`src/include/prb_pkg.sv`:
```
// Constants for the bank-organised output register block.
// Assumes one register clock and a plain register port with 32-bit data.
package prb_pkg;

  // Geometry: four banks of four flip-flops each.
  localparam int NUM_BANKS = 4;
  localparam int BANK_W    = 4;
  localparam int NUM_FF    = 16;
  localparam int TERM_W    = 4;
  localparam int ADDR_W    = 6;
  localparam int DATA_W    = 32;
  localparam int SET_W     = 2;

  // Bank indices; the last two exist only in the variant with M-pin banks.
  localparam int BANK_LOWER  = 0;
  localparam int BANK_UPPER  = 1;
  localparam int BANK_M_LOW  = 2;
  localparam int BANK_M_HIGH = 3;

  // Per-bank load setting codes.
  localparam logic [SET_W-1:0] LOAD_NONE = 2'h0;
  localparam logic [SET_W-1:0] LOAD_ZERO = 2'h1;
  localparam logic [SET_W-1:0] LOAD_ONE  = 2'h2;
  localparam logic [SET_W-1:0] LOAD_TERM = 2'h3;

  // Register byte offsets.
  localparam logic [ADDR_W-1:0] OFS_LOAD_SET  = 6'h00;
  localparam logic [ADDR_W-1:0] OFS_TERM_MASK = 6'h04;
  localparam logic [ADDR_W-1:0] OFS_FF_TYPE   = 6'h08;
  localparam logic [ADDR_W-1:0] OFS_OE_TERM   = 6'h0C;
  localparam logic [ADDR_W-1:0] OFS_INPUT_FN  = 6'h10;
  localparam logic [ADDR_W-1:0] OFS_VARIANT   = 6'h14;
  localparam logic [ADDR_W-1:0] OFS_FF_STATE  = 6'h18;
  localparam logic [ADDR_W-1:0] OFS_PIN_STATE = 6'h1C;
  localparam logic [ADDR_W-1:0] OFS_STATUS    = 6'h20;

  // Register field widths.
  localparam int LOAD_SET_W  = NUM_BANKS * SET_W;
  localparam int TERM_MASK_W = NUM_BANKS * TERM_W;

  // Reset values.
  localparam logic [LOAD_SET_W-1:0]  RST_LOAD_SET  = 8'h00;
  localparam logic [TERM_MASK_W-1:0] RST_TERM_MASK = 16'h0000;
  localparam logic [NUM_BANKS-1:0]   RST_FF_TYPE   = 4'h0;
  localparam logic [NUM_FF-1:0]      RST_OE_TERM   = 16'h0000;
  localparam logic [NUM_BANKS-1:0]   RST_INPUT_FN  = 4'h0;
  localparam logic                   RST_VARIANT   = 1'b0;
  localparam logic [DATA_W-1:0]      RD_IDLE       = 32'h00000000;

endpackage

```
`src/core/prb_ff_cell.sv`:
```
// One J-K flip-flop of a register bank, fed from the array and from its pin.
// Assumes the caller decides per bank whether the pin is loading this edge.
`timescale 1ns/1ps

module prb_ff_cell (
  // Clock and reset
  input  wire logic sys_clk,
  input  wire logic arst_n,
  // Array side
  input  wire logic arrayJ,
  input  wire logic arrayK,
  // Pin side
  input  wire logic pinBit,
  input  wire logic loadNow,
  // Mode
  input  wire logic dType,
  input  wire logic maskArray,
  // State
  output logic      q
);

  logic arrJ;
  logic arrK;
  logic pinJ;
  logic pinK;
  logic jIn;
  logic kIn;

  // Masking hides the array terms while the bank loads from pins.
  assign arrJ = arrayJ & ~(maskArray & loadNow);
  assign arrK = arrayK & ~(maskArray & loadNow);
  assign pinJ = loadNow & pinBit;
  assign pinK = loadNow & ~pinBit;
  // A high from either source wins over a low from the other.
  assign jIn  = arrJ | pinJ;
  // In D mode K is the inverse of J, so the toggle case cannot arise.
  assign kIn  = dType ? ~jIn : (arrK | pinK);

  always_ff @(posedge sys_clk or negedge arst_n) begin
    if (!arst_n) begin
      q <= 1'b0;
    end else begin
      case ({jIn, kIn})
        2'b10:   q <= 1'b1;
        2'b01:   q <= 1'b0;
        2'b11:   q <= ~q;
        default: q <= q;
      endcase
    end
  end

endmodule // prb_ff_cell

```
`src/core/prb_register_bank.sv`:
```
// Bank-organised output flip-flops with direct load from their pins.
// Assumes pins and product-term inputs are asynchronous to sys_clk, the
// array terms come from logic on sys_clk, and software programs the
// configuration over the plain register port.
//
// Behaviour
// - Lower and upper banks each have load control.
// - M-pin variant adds two more bank controls.
// - Control at one: bank captures pins each clock.
// - Control at zero: array-loaded, outputs drive pins.
// - Single product term selects pin or array.
// - Unconfigured control leaves pin loading disabled.
// - Input function applies to whole bank only.
// - Input banks drop output enables, never contend.
// - High J or K from either source dominates.
// - J and K both high toggles the flop.
// - D mode makes K the inverse of J.
// - Masking variant blocks array terms during load.
`timescale 1ns/1ps

module prb_register_bank (
  // Clock and reset
  input  wire logic                        sys_clk,
  input  wire logic                        arst_n,
  // Register port
  input  wire logic [prb_pkg::ADDR_W-1:0]  regAddr,
  input  wire logic [prb_pkg::DATA_W-1:0]  regWdata,
  input  wire logic                        regWr,
  input  wire logic                        regRd,
  output logic      [prb_pkg::DATA_W-1:0]  regRdata,
  // Logic array side
  input  wire logic [prb_pkg::NUM_FF-1:0]  arrayJ,
  input  wire logic [prb_pkg::NUM_FF-1:0]  arrayK,
  output logic      [prb_pkg::NUM_FF-1:0]  flopQ,
  // Product-term inputs
  input  wire logic [prb_pkg::TERM_W-1:0]  termIn,
  // Pins
  input  wire logic [prb_pkg::NUM_FF-1:0]  pinIn,
  output logic      [prb_pkg::NUM_FF-1:0]  pinOut,
  output logic      [prb_pkg::NUM_FF-1:0]  pinOe
);

  // Configuration registers.
  logic [prb_pkg::LOAD_SET_W-1:0]  bankLoadSetting_r;
  logic [prb_pkg::TERM_MASK_W-1:0] termMask_r;
  logic [prb_pkg::NUM_BANKS-1:0]   dType_r;
  logic [prb_pkg::NUM_FF-1:0]      pinOutputEnableTerm_r;
  logic [prb_pkg::NUM_BANKS-1:0]   registeredPinInputFn_r;
  logic                            variantM_r;

  // Input synchronisers: three stages, then a filtered value.
  logic [prb_pkg::NUM_FF-1:0]      pinS1_r;
  logic [prb_pkg::NUM_FF-1:0]      pinS2_r;
  logic [prb_pkg::NUM_FF-1:0]      pinS3_r;
  logic [prb_pkg::NUM_FF-1:0]      pinSync_r;
  logic [prb_pkg::TERM_W-1:0]      termS1_r;
  logic [prb_pkg::TERM_W-1:0]      termS2_r;
  logic [prb_pkg::TERM_W-1:0]      termS3_r;
  logic [prb_pkg::TERM_W-1:0]      termSync_r;

  // Per-bank control.
  logic [prb_pkg::NUM_BANKS-1:0]   bankLoadNow;
  logic [prb_pkg::NUM_BANKS-1:0]   bankInputMode;
  logic [prb_pkg::NUM_BANKS-1:0]   bankCfgErr;
  logic [prb_pkg::NUM_BANKS-1:0]   bankMask;

  // Flop state from the cells.
  logic [prb_pkg::NUM_FF-1:0]      cellQ;
  logic [prb_pkg::NUM_FF-1:0]      oeNxt;

  // Read path.
  logic [prb_pkg::DATA_W-1:0]      regRdata_nxt;

  // Pin synchroniser. A change is accepted only once stages two and three
  // agree, which rejects a single-cycle glitch at the cost of latency.
  always_ff @(posedge sys_clk or negedge arst_n) begin
    if (!arst_n) begin
      pinS1_r   <= '0;
      pinS2_r   <= '0;
      pinS3_r   <= '0;
      pinSync_r <= '0;
    end else begin
      pinS1_r   <= pinIn;
      pinS2_r   <= pinS1_r;
      pinS3_r   <= pinS2_r;
      pinSync_r <= (pinS2_r & pinS3_r) | (pinSync_r & (pinS2_r | pinS3_r));
    end
  end

  // Product-term input synchroniser, same scheme as the pins.
  always_ff @(posedge sys_clk or negedge arst_n) begin
    if (!arst_n) begin
      termS1_r   <= '0;
      termS2_r   <= '0;
      termS3_r   <= '0;
      termSync_r <= '0;
    end else begin
      termS1_r   <= termIn;
      termS2_r   <= termS1_r;
      termS3_r   <= termS2_r;
      termSync_r <= (termS2_r & termS3_r) | (termSync_r & (termS2_r | termS3_r));
    end
  end

  // Load setting register: one two-bit field per bank.
  always_ff @(posedge sys_clk or negedge arst_n) begin
    if (!arst_n) begin
      bankLoadSetting_r <= prb_pkg::RST_LOAD_SET;
    end else if (regWr && regAddr == prb_pkg::OFS_LOAD_SET) begin
      bankLoadSetting_r <= regWdata[prb_pkg::LOAD_SET_W-1:0];
    end
  end

  // Product-term literal selection, one field per bank.
  always_ff @(posedge sys_clk or negedge arst_n) begin
    if (!arst_n) begin
      termMask_r <= prb_pkg::RST_TERM_MASK;
    end else if (regWr && regAddr == prb_pkg::OFS_TERM_MASK) begin
      termMask_r <= regWdata[prb_pkg::TERM_MASK_W-1:0];
    end
  end

  // Flip-flop style per bank: one selects D, zero selects J-K.
  always_ff @(posedge sys_clk or negedge arst_n) begin
    if (!arst_n) begin
      dType_r <= prb_pkg::RST_FF_TYPE;
    end else if (regWr && regAddr == prb_pkg::OFS_FF_TYPE) begin
      dType_r <= regWdata[prb_pkg::NUM_BANKS-1:0];
    end
  end

  // Output enable terms per pin.
  always_ff @(posedge sys_clk or negedge arst_n) begin
    if (!arst_n) begin
      pinOutputEnableTerm_r <= prb_pkg::RST_OE_TERM;
    end else if (regWr && regAddr == prb_pkg::OFS_OE_TERM) begin
      pinOutputEnableTerm_r <= regWdata[prb_pkg::NUM_FF-1:0];
    end
  end

  // Registered input function; chosen per bank, never per flip-flop.
  always_ff @(posedge sys_clk or negedge arst_n) begin
    if (!arst_n) begin
      registeredPinInputFn_r <= prb_pkg::RST_INPUT_FN;
    end else if (regWr && regAddr == prb_pkg::OFS_INPUT_FN) begin
      registeredPinInputFn_r <= regWdata[prb_pkg::NUM_BANKS-1:0];
    end
  end

  // Variant select: enables the M-pin banks and the array masking.
  always_ff @(posedge sys_clk or negedge arst_n) begin
    if (!arst_n) begin
      variantM_r <= prb_pkg::RST_VARIANT;
    end else if (regWr && regAddr == prb_pkg::OFS_VARIANT) begin
      variantM_r <= regWdata[0];
    end
  end

  // Per-bank load decision. It is combinational from registered values so
  // that the source chosen is the one in force at the same clock edge.
  for (genvar b = 0; b < prb_pkg::NUM_BANKS; b++) begin : gBank
    logic [prb_pkg::SET_W-1:0]  setting;
    logic [prb_pkg::TERM_W-1:0] mask;
    logic                       present;
    logic                       termHit;
    logic                       loadNow;

    assign setting = bankLoadSetting_r[b*prb_pkg::SET_W +: prb_pkg::SET_W];
    assign mask    = termMask_r[b*prb_pkg::TERM_W +: prb_pkg::TERM_W];
    // The M-pin banks exist only in the variant.
    assign present = (b < prb_pkg::BANK_M_LOW) || variantM_r;
    // An empty literal set is treated as a false term, not a true one.
    assign termHit = (|mask) && (&(termSync_r | ~mask));

    // A local variable keeps each bank's decision in a process of its own,
    // so no two processes ever write the same vector.
    always_comb begin
      loadNow = 1'b0;
      if (present) begin
        case (setting)
          prb_pkg::LOAD_ONE:  loadNow = 1'b1;
          prb_pkg::LOAD_TERM: loadNow = termHit;
          prb_pkg::LOAD_ZERO: loadNow = 1'b0;
          default:            loadNow = 1'b0;
        endcase
      end
    end
    assign bankLoadNow[b] = loadNow;

    // A bank used as inputs must be under a one or product-term control.
    assign bankInputMode[b] = present && registeredPinInputFn_r[b];
    assign bankCfgErr[b]    = bankInputMode[b] &&
                              !(setting == prb_pkg::LOAD_ONE ||
                                setting == prb_pkg::LOAD_TERM);
    assign bankMask[b]      = variantM_r;
  end

  // One cell per flip-flop; every flop follows its bank's control.
  for (genvar i = 0; i < prb_pkg::NUM_FF; i++) begin : gFlop
    localparam int BANK = i / prb_pkg::BANK_W;

    prb_ff_cell uCell (
      .sys_clk   (sys_clk),
      .arst_n    (arst_n),
      .arrayJ    (arrayJ[i]),
      .arrayK    (arrayK[i]),
      .pinBit    (pinSync_r[i]),
      .loadNow   (bankLoadNow[BANK]),
      .dType     (dType_r[BANK]),
      .maskArray (bankMask[BANK]),
      .q         (cellQ[i])
    );

    // Drivers are held off whenever the bank can take data from its pins,
    // so the external source never fights the pin driver.
    assign oeNxt[i] = pinOutputEnableTerm_r[i] &
                      ~bankInputMode[BANK] &
                      ~(bankLoadSetting_r[BANK*prb_pkg::SET_W +: prb_pkg::SET_W]
                        == prb_pkg::LOAD_ONE) &
                      ~bankLoadNow[BANK];
  end

  // Array feedback comes straight from the cells' flip-flops.
  assign flopQ = cellQ;

  // Pin drive copies the flop state; enable follows the bank's direction.
  // This adds one cycle of latency from flop to pin, the price of keeping
  // every pin output on a flip-flop.
  always_ff @(posedge sys_clk or negedge arst_n) begin
    if (!arst_n) begin
      pinOut <= '0;
      pinOe  <= '0;
    end else begin
      pinOut <= cellQ;
      pinOe  <= oeNxt;
    end
  end

  // Read multiplexer; unmapped offsets read as zero.
  always_comb begin
    regRdata_nxt = prb_pkg::RD_IDLE;
    case (regAddr)
      prb_pkg::OFS_LOAD_SET:
        regRdata_nxt[prb_pkg::LOAD_SET_W-1:0] = bankLoadSetting_r;
      prb_pkg::OFS_TERM_MASK:
        regRdata_nxt[prb_pkg::TERM_MASK_W-1:0] = termMask_r;
      prb_pkg::OFS_FF_TYPE:
        regRdata_nxt[prb_pkg::NUM_BANKS-1:0] = dType_r;
      prb_pkg::OFS_OE_TERM:
        regRdata_nxt[prb_pkg::NUM_FF-1:0] = pinOutputEnableTerm_r;
      prb_pkg::OFS_INPUT_FN:
        regRdata_nxt[prb_pkg::NUM_BANKS-1:0] = registeredPinInputFn_r;
      prb_pkg::OFS_VARIANT:
        regRdata_nxt[0] = variantM_r;
      prb_pkg::OFS_FF_STATE:
        regRdata_nxt[prb_pkg::NUM_FF-1:0] = cellQ;
      prb_pkg::OFS_PIN_STATE:
        regRdata_nxt[prb_pkg::NUM_FF-1:0] = pinSync_r;
      prb_pkg::OFS_STATUS: begin
        regRdata_nxt[prb_pkg::NUM_BANKS-1:0] = bankLoadNow;
        regRdata_nxt[2*prb_pkg::NUM_BANKS-1:prb_pkg::NUM_BANKS] = bankCfgErr;
      end
      default:
        regRdata_nxt = prb_pkg::RD_IDLE;
    endcase
  end

  // Read data stand only in the cycle after the read strobe.
  always_ff @(posedge sys_clk or negedge arst_n) begin
    if (!arst_n) begin
      regRdata <= prb_pkg::RD_IDLE;
    end else if (regRd) begin
      regRdata <= regRdata_nxt;
    end else begin
      regRdata <= prb_pkg::RD_IDLE;
    end
  end

endmodule // prb_register_bank

```
`config.mk`:
```
export PLATFORM = sky130hd
export DESIGN_NAME = prb_register_bank
export DESIGN_NICKNAME = d
export VERILOG_FILES = /design/src/include/prb_pkg.sv /design/src/core/prb_ff_cell.sv /design/src/core/prb_register_bank.sv
export SDC_FILE = /design/constraint.sdc
export NUM_CORES = 1
export LEC_CHECK = 0
export ABC_AREA = 1
export BUFFER_PORTS_ARGS = -buffer_cell sky130_fd_sc_hd__buf_4
export CORE_AREA = 2 2 129 181
export DETAILED_ROUTE_END_ITERATION = 10
export DIE_AREA = 0 0 131 183
export RECOVER_POWER = 25
export SLEW_MARGIN = 30
export SYNTH_ARGS = -nofsm -noshare
export SYNTH_HDL_FRONTEND = slang
export SYNTH_SLANG_ARGS = --single-unit
```
`constraint.sdc`:
```
create_clock -name sys_clk -period 1.2 [get_ports sys_clk]
set_clock_uncertainty 0.05 [all_clocks]
set_input_delay 0.12 -clock sys_clk [delete_from_list [all_inputs] [get_ports sys_clk]]
set_output_delay 0.12 -clock sys_clk [all_outputs]
set_load 0.01 [all_outputs]
```
==> flow_summary.yaml <==
run_status:
  outcome: "finished with violations"
  violations: "setup timing"
min_path:
  min_path_cells: 3
  hold_start: "regWdata[3]"
  hold_class: "primary input to flip-flop"
  holdPathEnd: "termMask_r[3]"
synthesis:
  yosysUniqueCellTypes: 34
  synth_common_cells: "nand2_1, dfrtp_1, inv_1"
  ys_ff_latch: 193
  synthCells: 758
  synth_area_leaders: "dfrtp_1, nand2_1, inv_1, buf_4, maj3_1"
  syn_area_um2: 7700
  synthFlopType: "dfrtp_1"
  synth_top_area_cell: "dfrtp_1"
  synth-edff-count: 0
  async_flop_share: 1.00
  yosysWarnings: 0
  seq_area_frac_synth: 0.627
  synth_most_common_cell: "nand2_1"
  synth_top_area_share: 0.627
  synth.avg_cell_area_um2: 10.2
placement:
  post-place-cells: 1240
  gp_congestion: 0.855
  port-buffer-count: 141
  place_ws_ps: -475
  dp_hpwl_mm: 14.1
layout:
  synthToLayoutAreaGrowth_pct: 46.2
  nNetsFinal: 1146
  drive_gt1_frac: 0.347
  antenna_cells: 0
  finalNonFillerCells: 1365
  final_util: 0.503
sta:
  period_needed_ps: 1450
  rsz0062_at_grt: "true"
  slew_headroom: 0.435
  hold_ws_ps: 23.7
  max_freq_mhz: 689
  final_hold_viol_count: 0
  timing.final.crit_share: 1.21
  slew_viol_final: 0
  finalSetupViolations: 36
  worst_slew_pin_slew_ps: 847
  fin_tns_setup_ps: -6530
  setup_slack_ps: -251
floorplan:
  dieWidth_um: 131
  core_um2: 22400
  io_pins: 174
  die-area_um2: 24000
  initial_utilization: 0.344
  num_rows: 65
  die_y_um: 183
setup_path:
  crit_path_max_incr_delay_ps: 360
  start_kind: "flip-flop"
  slowest_stage: "dfrtp_1"
  cp_max_fo: 6
  arrival_ps: 1720
  cp_cell_sequence: "inv_2 -> a21oi_2 -> nand2_2 -> o21bai_4 -> buf_6 -> nand2_2 -> nand2_1 -> nand2_1 -> nand2_1 -> inv_1"
  critPathKind: "flip-flop to flip-flop"
  r2r-end: "gFlop[2].uCell.q"
  rr_worst_depth: 10
  crit_path_frequent_cell: "nand2_1"
  crit_start: "termSync_r[2]"
  rrSetupSlack_ps: -250
  setup.worst_path.end_class: "flip-flop"
  timing.rr.start: "termSync_r[2]"
  worstPathRequired_ps: 1470
routing:
  vias: 6078
  drc_errors: 0
  drt_wl_total_mm: 20.3
  via_per_inst: 4.45
  detail_route.wl_per_cell_um: 14.9
  dr.pass1.iters: 4
  ant_nets: 0
  drt_iter0_drc: 347
clock_network:
  cts_made_buffers: 17
  cts_tree: "done"
  cts.sinks: 193
  clkTransAtPathRegs_ps: 70
  clockBufferDepth: 2
  h-tree-depth: 4
  root_buffer: "clkbuf_16"
  clock_latency_ps: 430
global_route:
  grt_pass1_vias: 6214
  grt-ovfl-total: 0
  grt_max_degree: 58
  grt_pass1_wl_mm: 32.2
  antenna_found_initial: 0
  grt_use_total: 0.177
job:
  maxCapViolCount: 0
power:
  p_per_area_nw_per_um2: 1520
  ir_drop_v: 0.000963
  p_leak_nw: 5.54
[kinds of logic (layout without fill, tap and decap cells)]
kind of cell	count (synthesis)	count (layout)	share of synthesized area
other	1	16	0.000487
adder cells (fa/ha/maj)	20	20	0.0260
AND/OR/NAND/NOR	301	301	0.171
buffers and inverters	128	419	0.0845
AO/OA/AOI/OAI	115	115	0.0910
flip-flops	193	193	0.627
[per-stage QoR]
step	total power [mW]	cell area [µm²]
global route	18.1	11300
CTS	17.2	11100
finish	17.2	11300
detailed placement	10.9	9560
floorplan	9.43	7820
global placement	10.9	9560
[sequential cells by signal, indices dropped and copies added, names as in the netlist]
register	flops
pinSync_r	16
termS1_r	4
registeredPinInputFn_r	4
pinOut	16
termSync_r	4
gFlop.uCell.q	16
pinS2_r	16
termS3_r	4
pinOutputEnableTerm_r	16
termMask_r	16
pinOe	16
regRdata	16
pinS1_r	16
termS2_r	4
bankLoadSetting_r	8
gBank.present	1
dType_r	4
pinS3_r	16
[area by class of cell]
class	instances	area, µm²
clock inverters	12	148
repair buffers	306	2630
fillers	2075	11100
well taps	301	377
multi-input cells	452	2530
inverters	82	308
flip-flops and latches	193	4830
clock buffers	19	443
[cells in the final DEF (no fill, tap or decap), drive strengths merged, types with 6 or more instances in the layout]
cell         synthesis  routed
nand2              214     214
a21oi               12      12
conb                 1      16
nand3               15      15
buf                 45     210
maj3                20      20
inv                 82      88
nor3b               10      10
nor2                49      49
a41oi                6       6
dfrtp              193     193
dlygate4sd3          0      67
o21ai               80      80
clkbuf               1      48
[report_power, final]
group | internal [mW] | switching, mW
logic | 1.86 | 1.75
clock network | 3.17 | 2.54
registers | 7.30 | 0.524
total | 12.3 | 4.82
[layer usage]
metal  GRT usage  up-vias  routed length, µm
li1            -     2960                  -
met1       0.217     2925               8330
met2       0.306      158              10600
met3      0.0315       35                862
met4      0.0694        0                520
met5           0        -                  0
[critical path: cells and delay by family, from the launching register on]
family          cells  cell delay, ps
compound gates      2             380
flops               1             360
simple gates        5             290
buf+inv             3             280
[how the worst max path moves through the flow]
stage / end / slack, ps / depth (start not counted)
6_report: gFlop[2].uCell.q / -250 / 10
5_1_grt: gFlop[2].uCell.q / -340 / 10
4_1_cts: gFlop[2].uCell.q / -220 / 10
3_5_place_dp: gFlop[0].uCell.q / -470 / 9
3_3_place_gp: gFlop[0].uCell.q / -360 / 9
2_1_floorplan: gFlop[0].uCell.q / -80 / 8
[what timing repair did]
action,in CTS,in global routing
hold endpoints to repair,259,0
endpoints found under the setup margin,51,41
buffers inserted,18,9
gates cloned,1,1
resized for setup,37,40
hold buffers,67,0
pin swaps,14,12
Note: power is estimated with default switching activity, not from simulation.
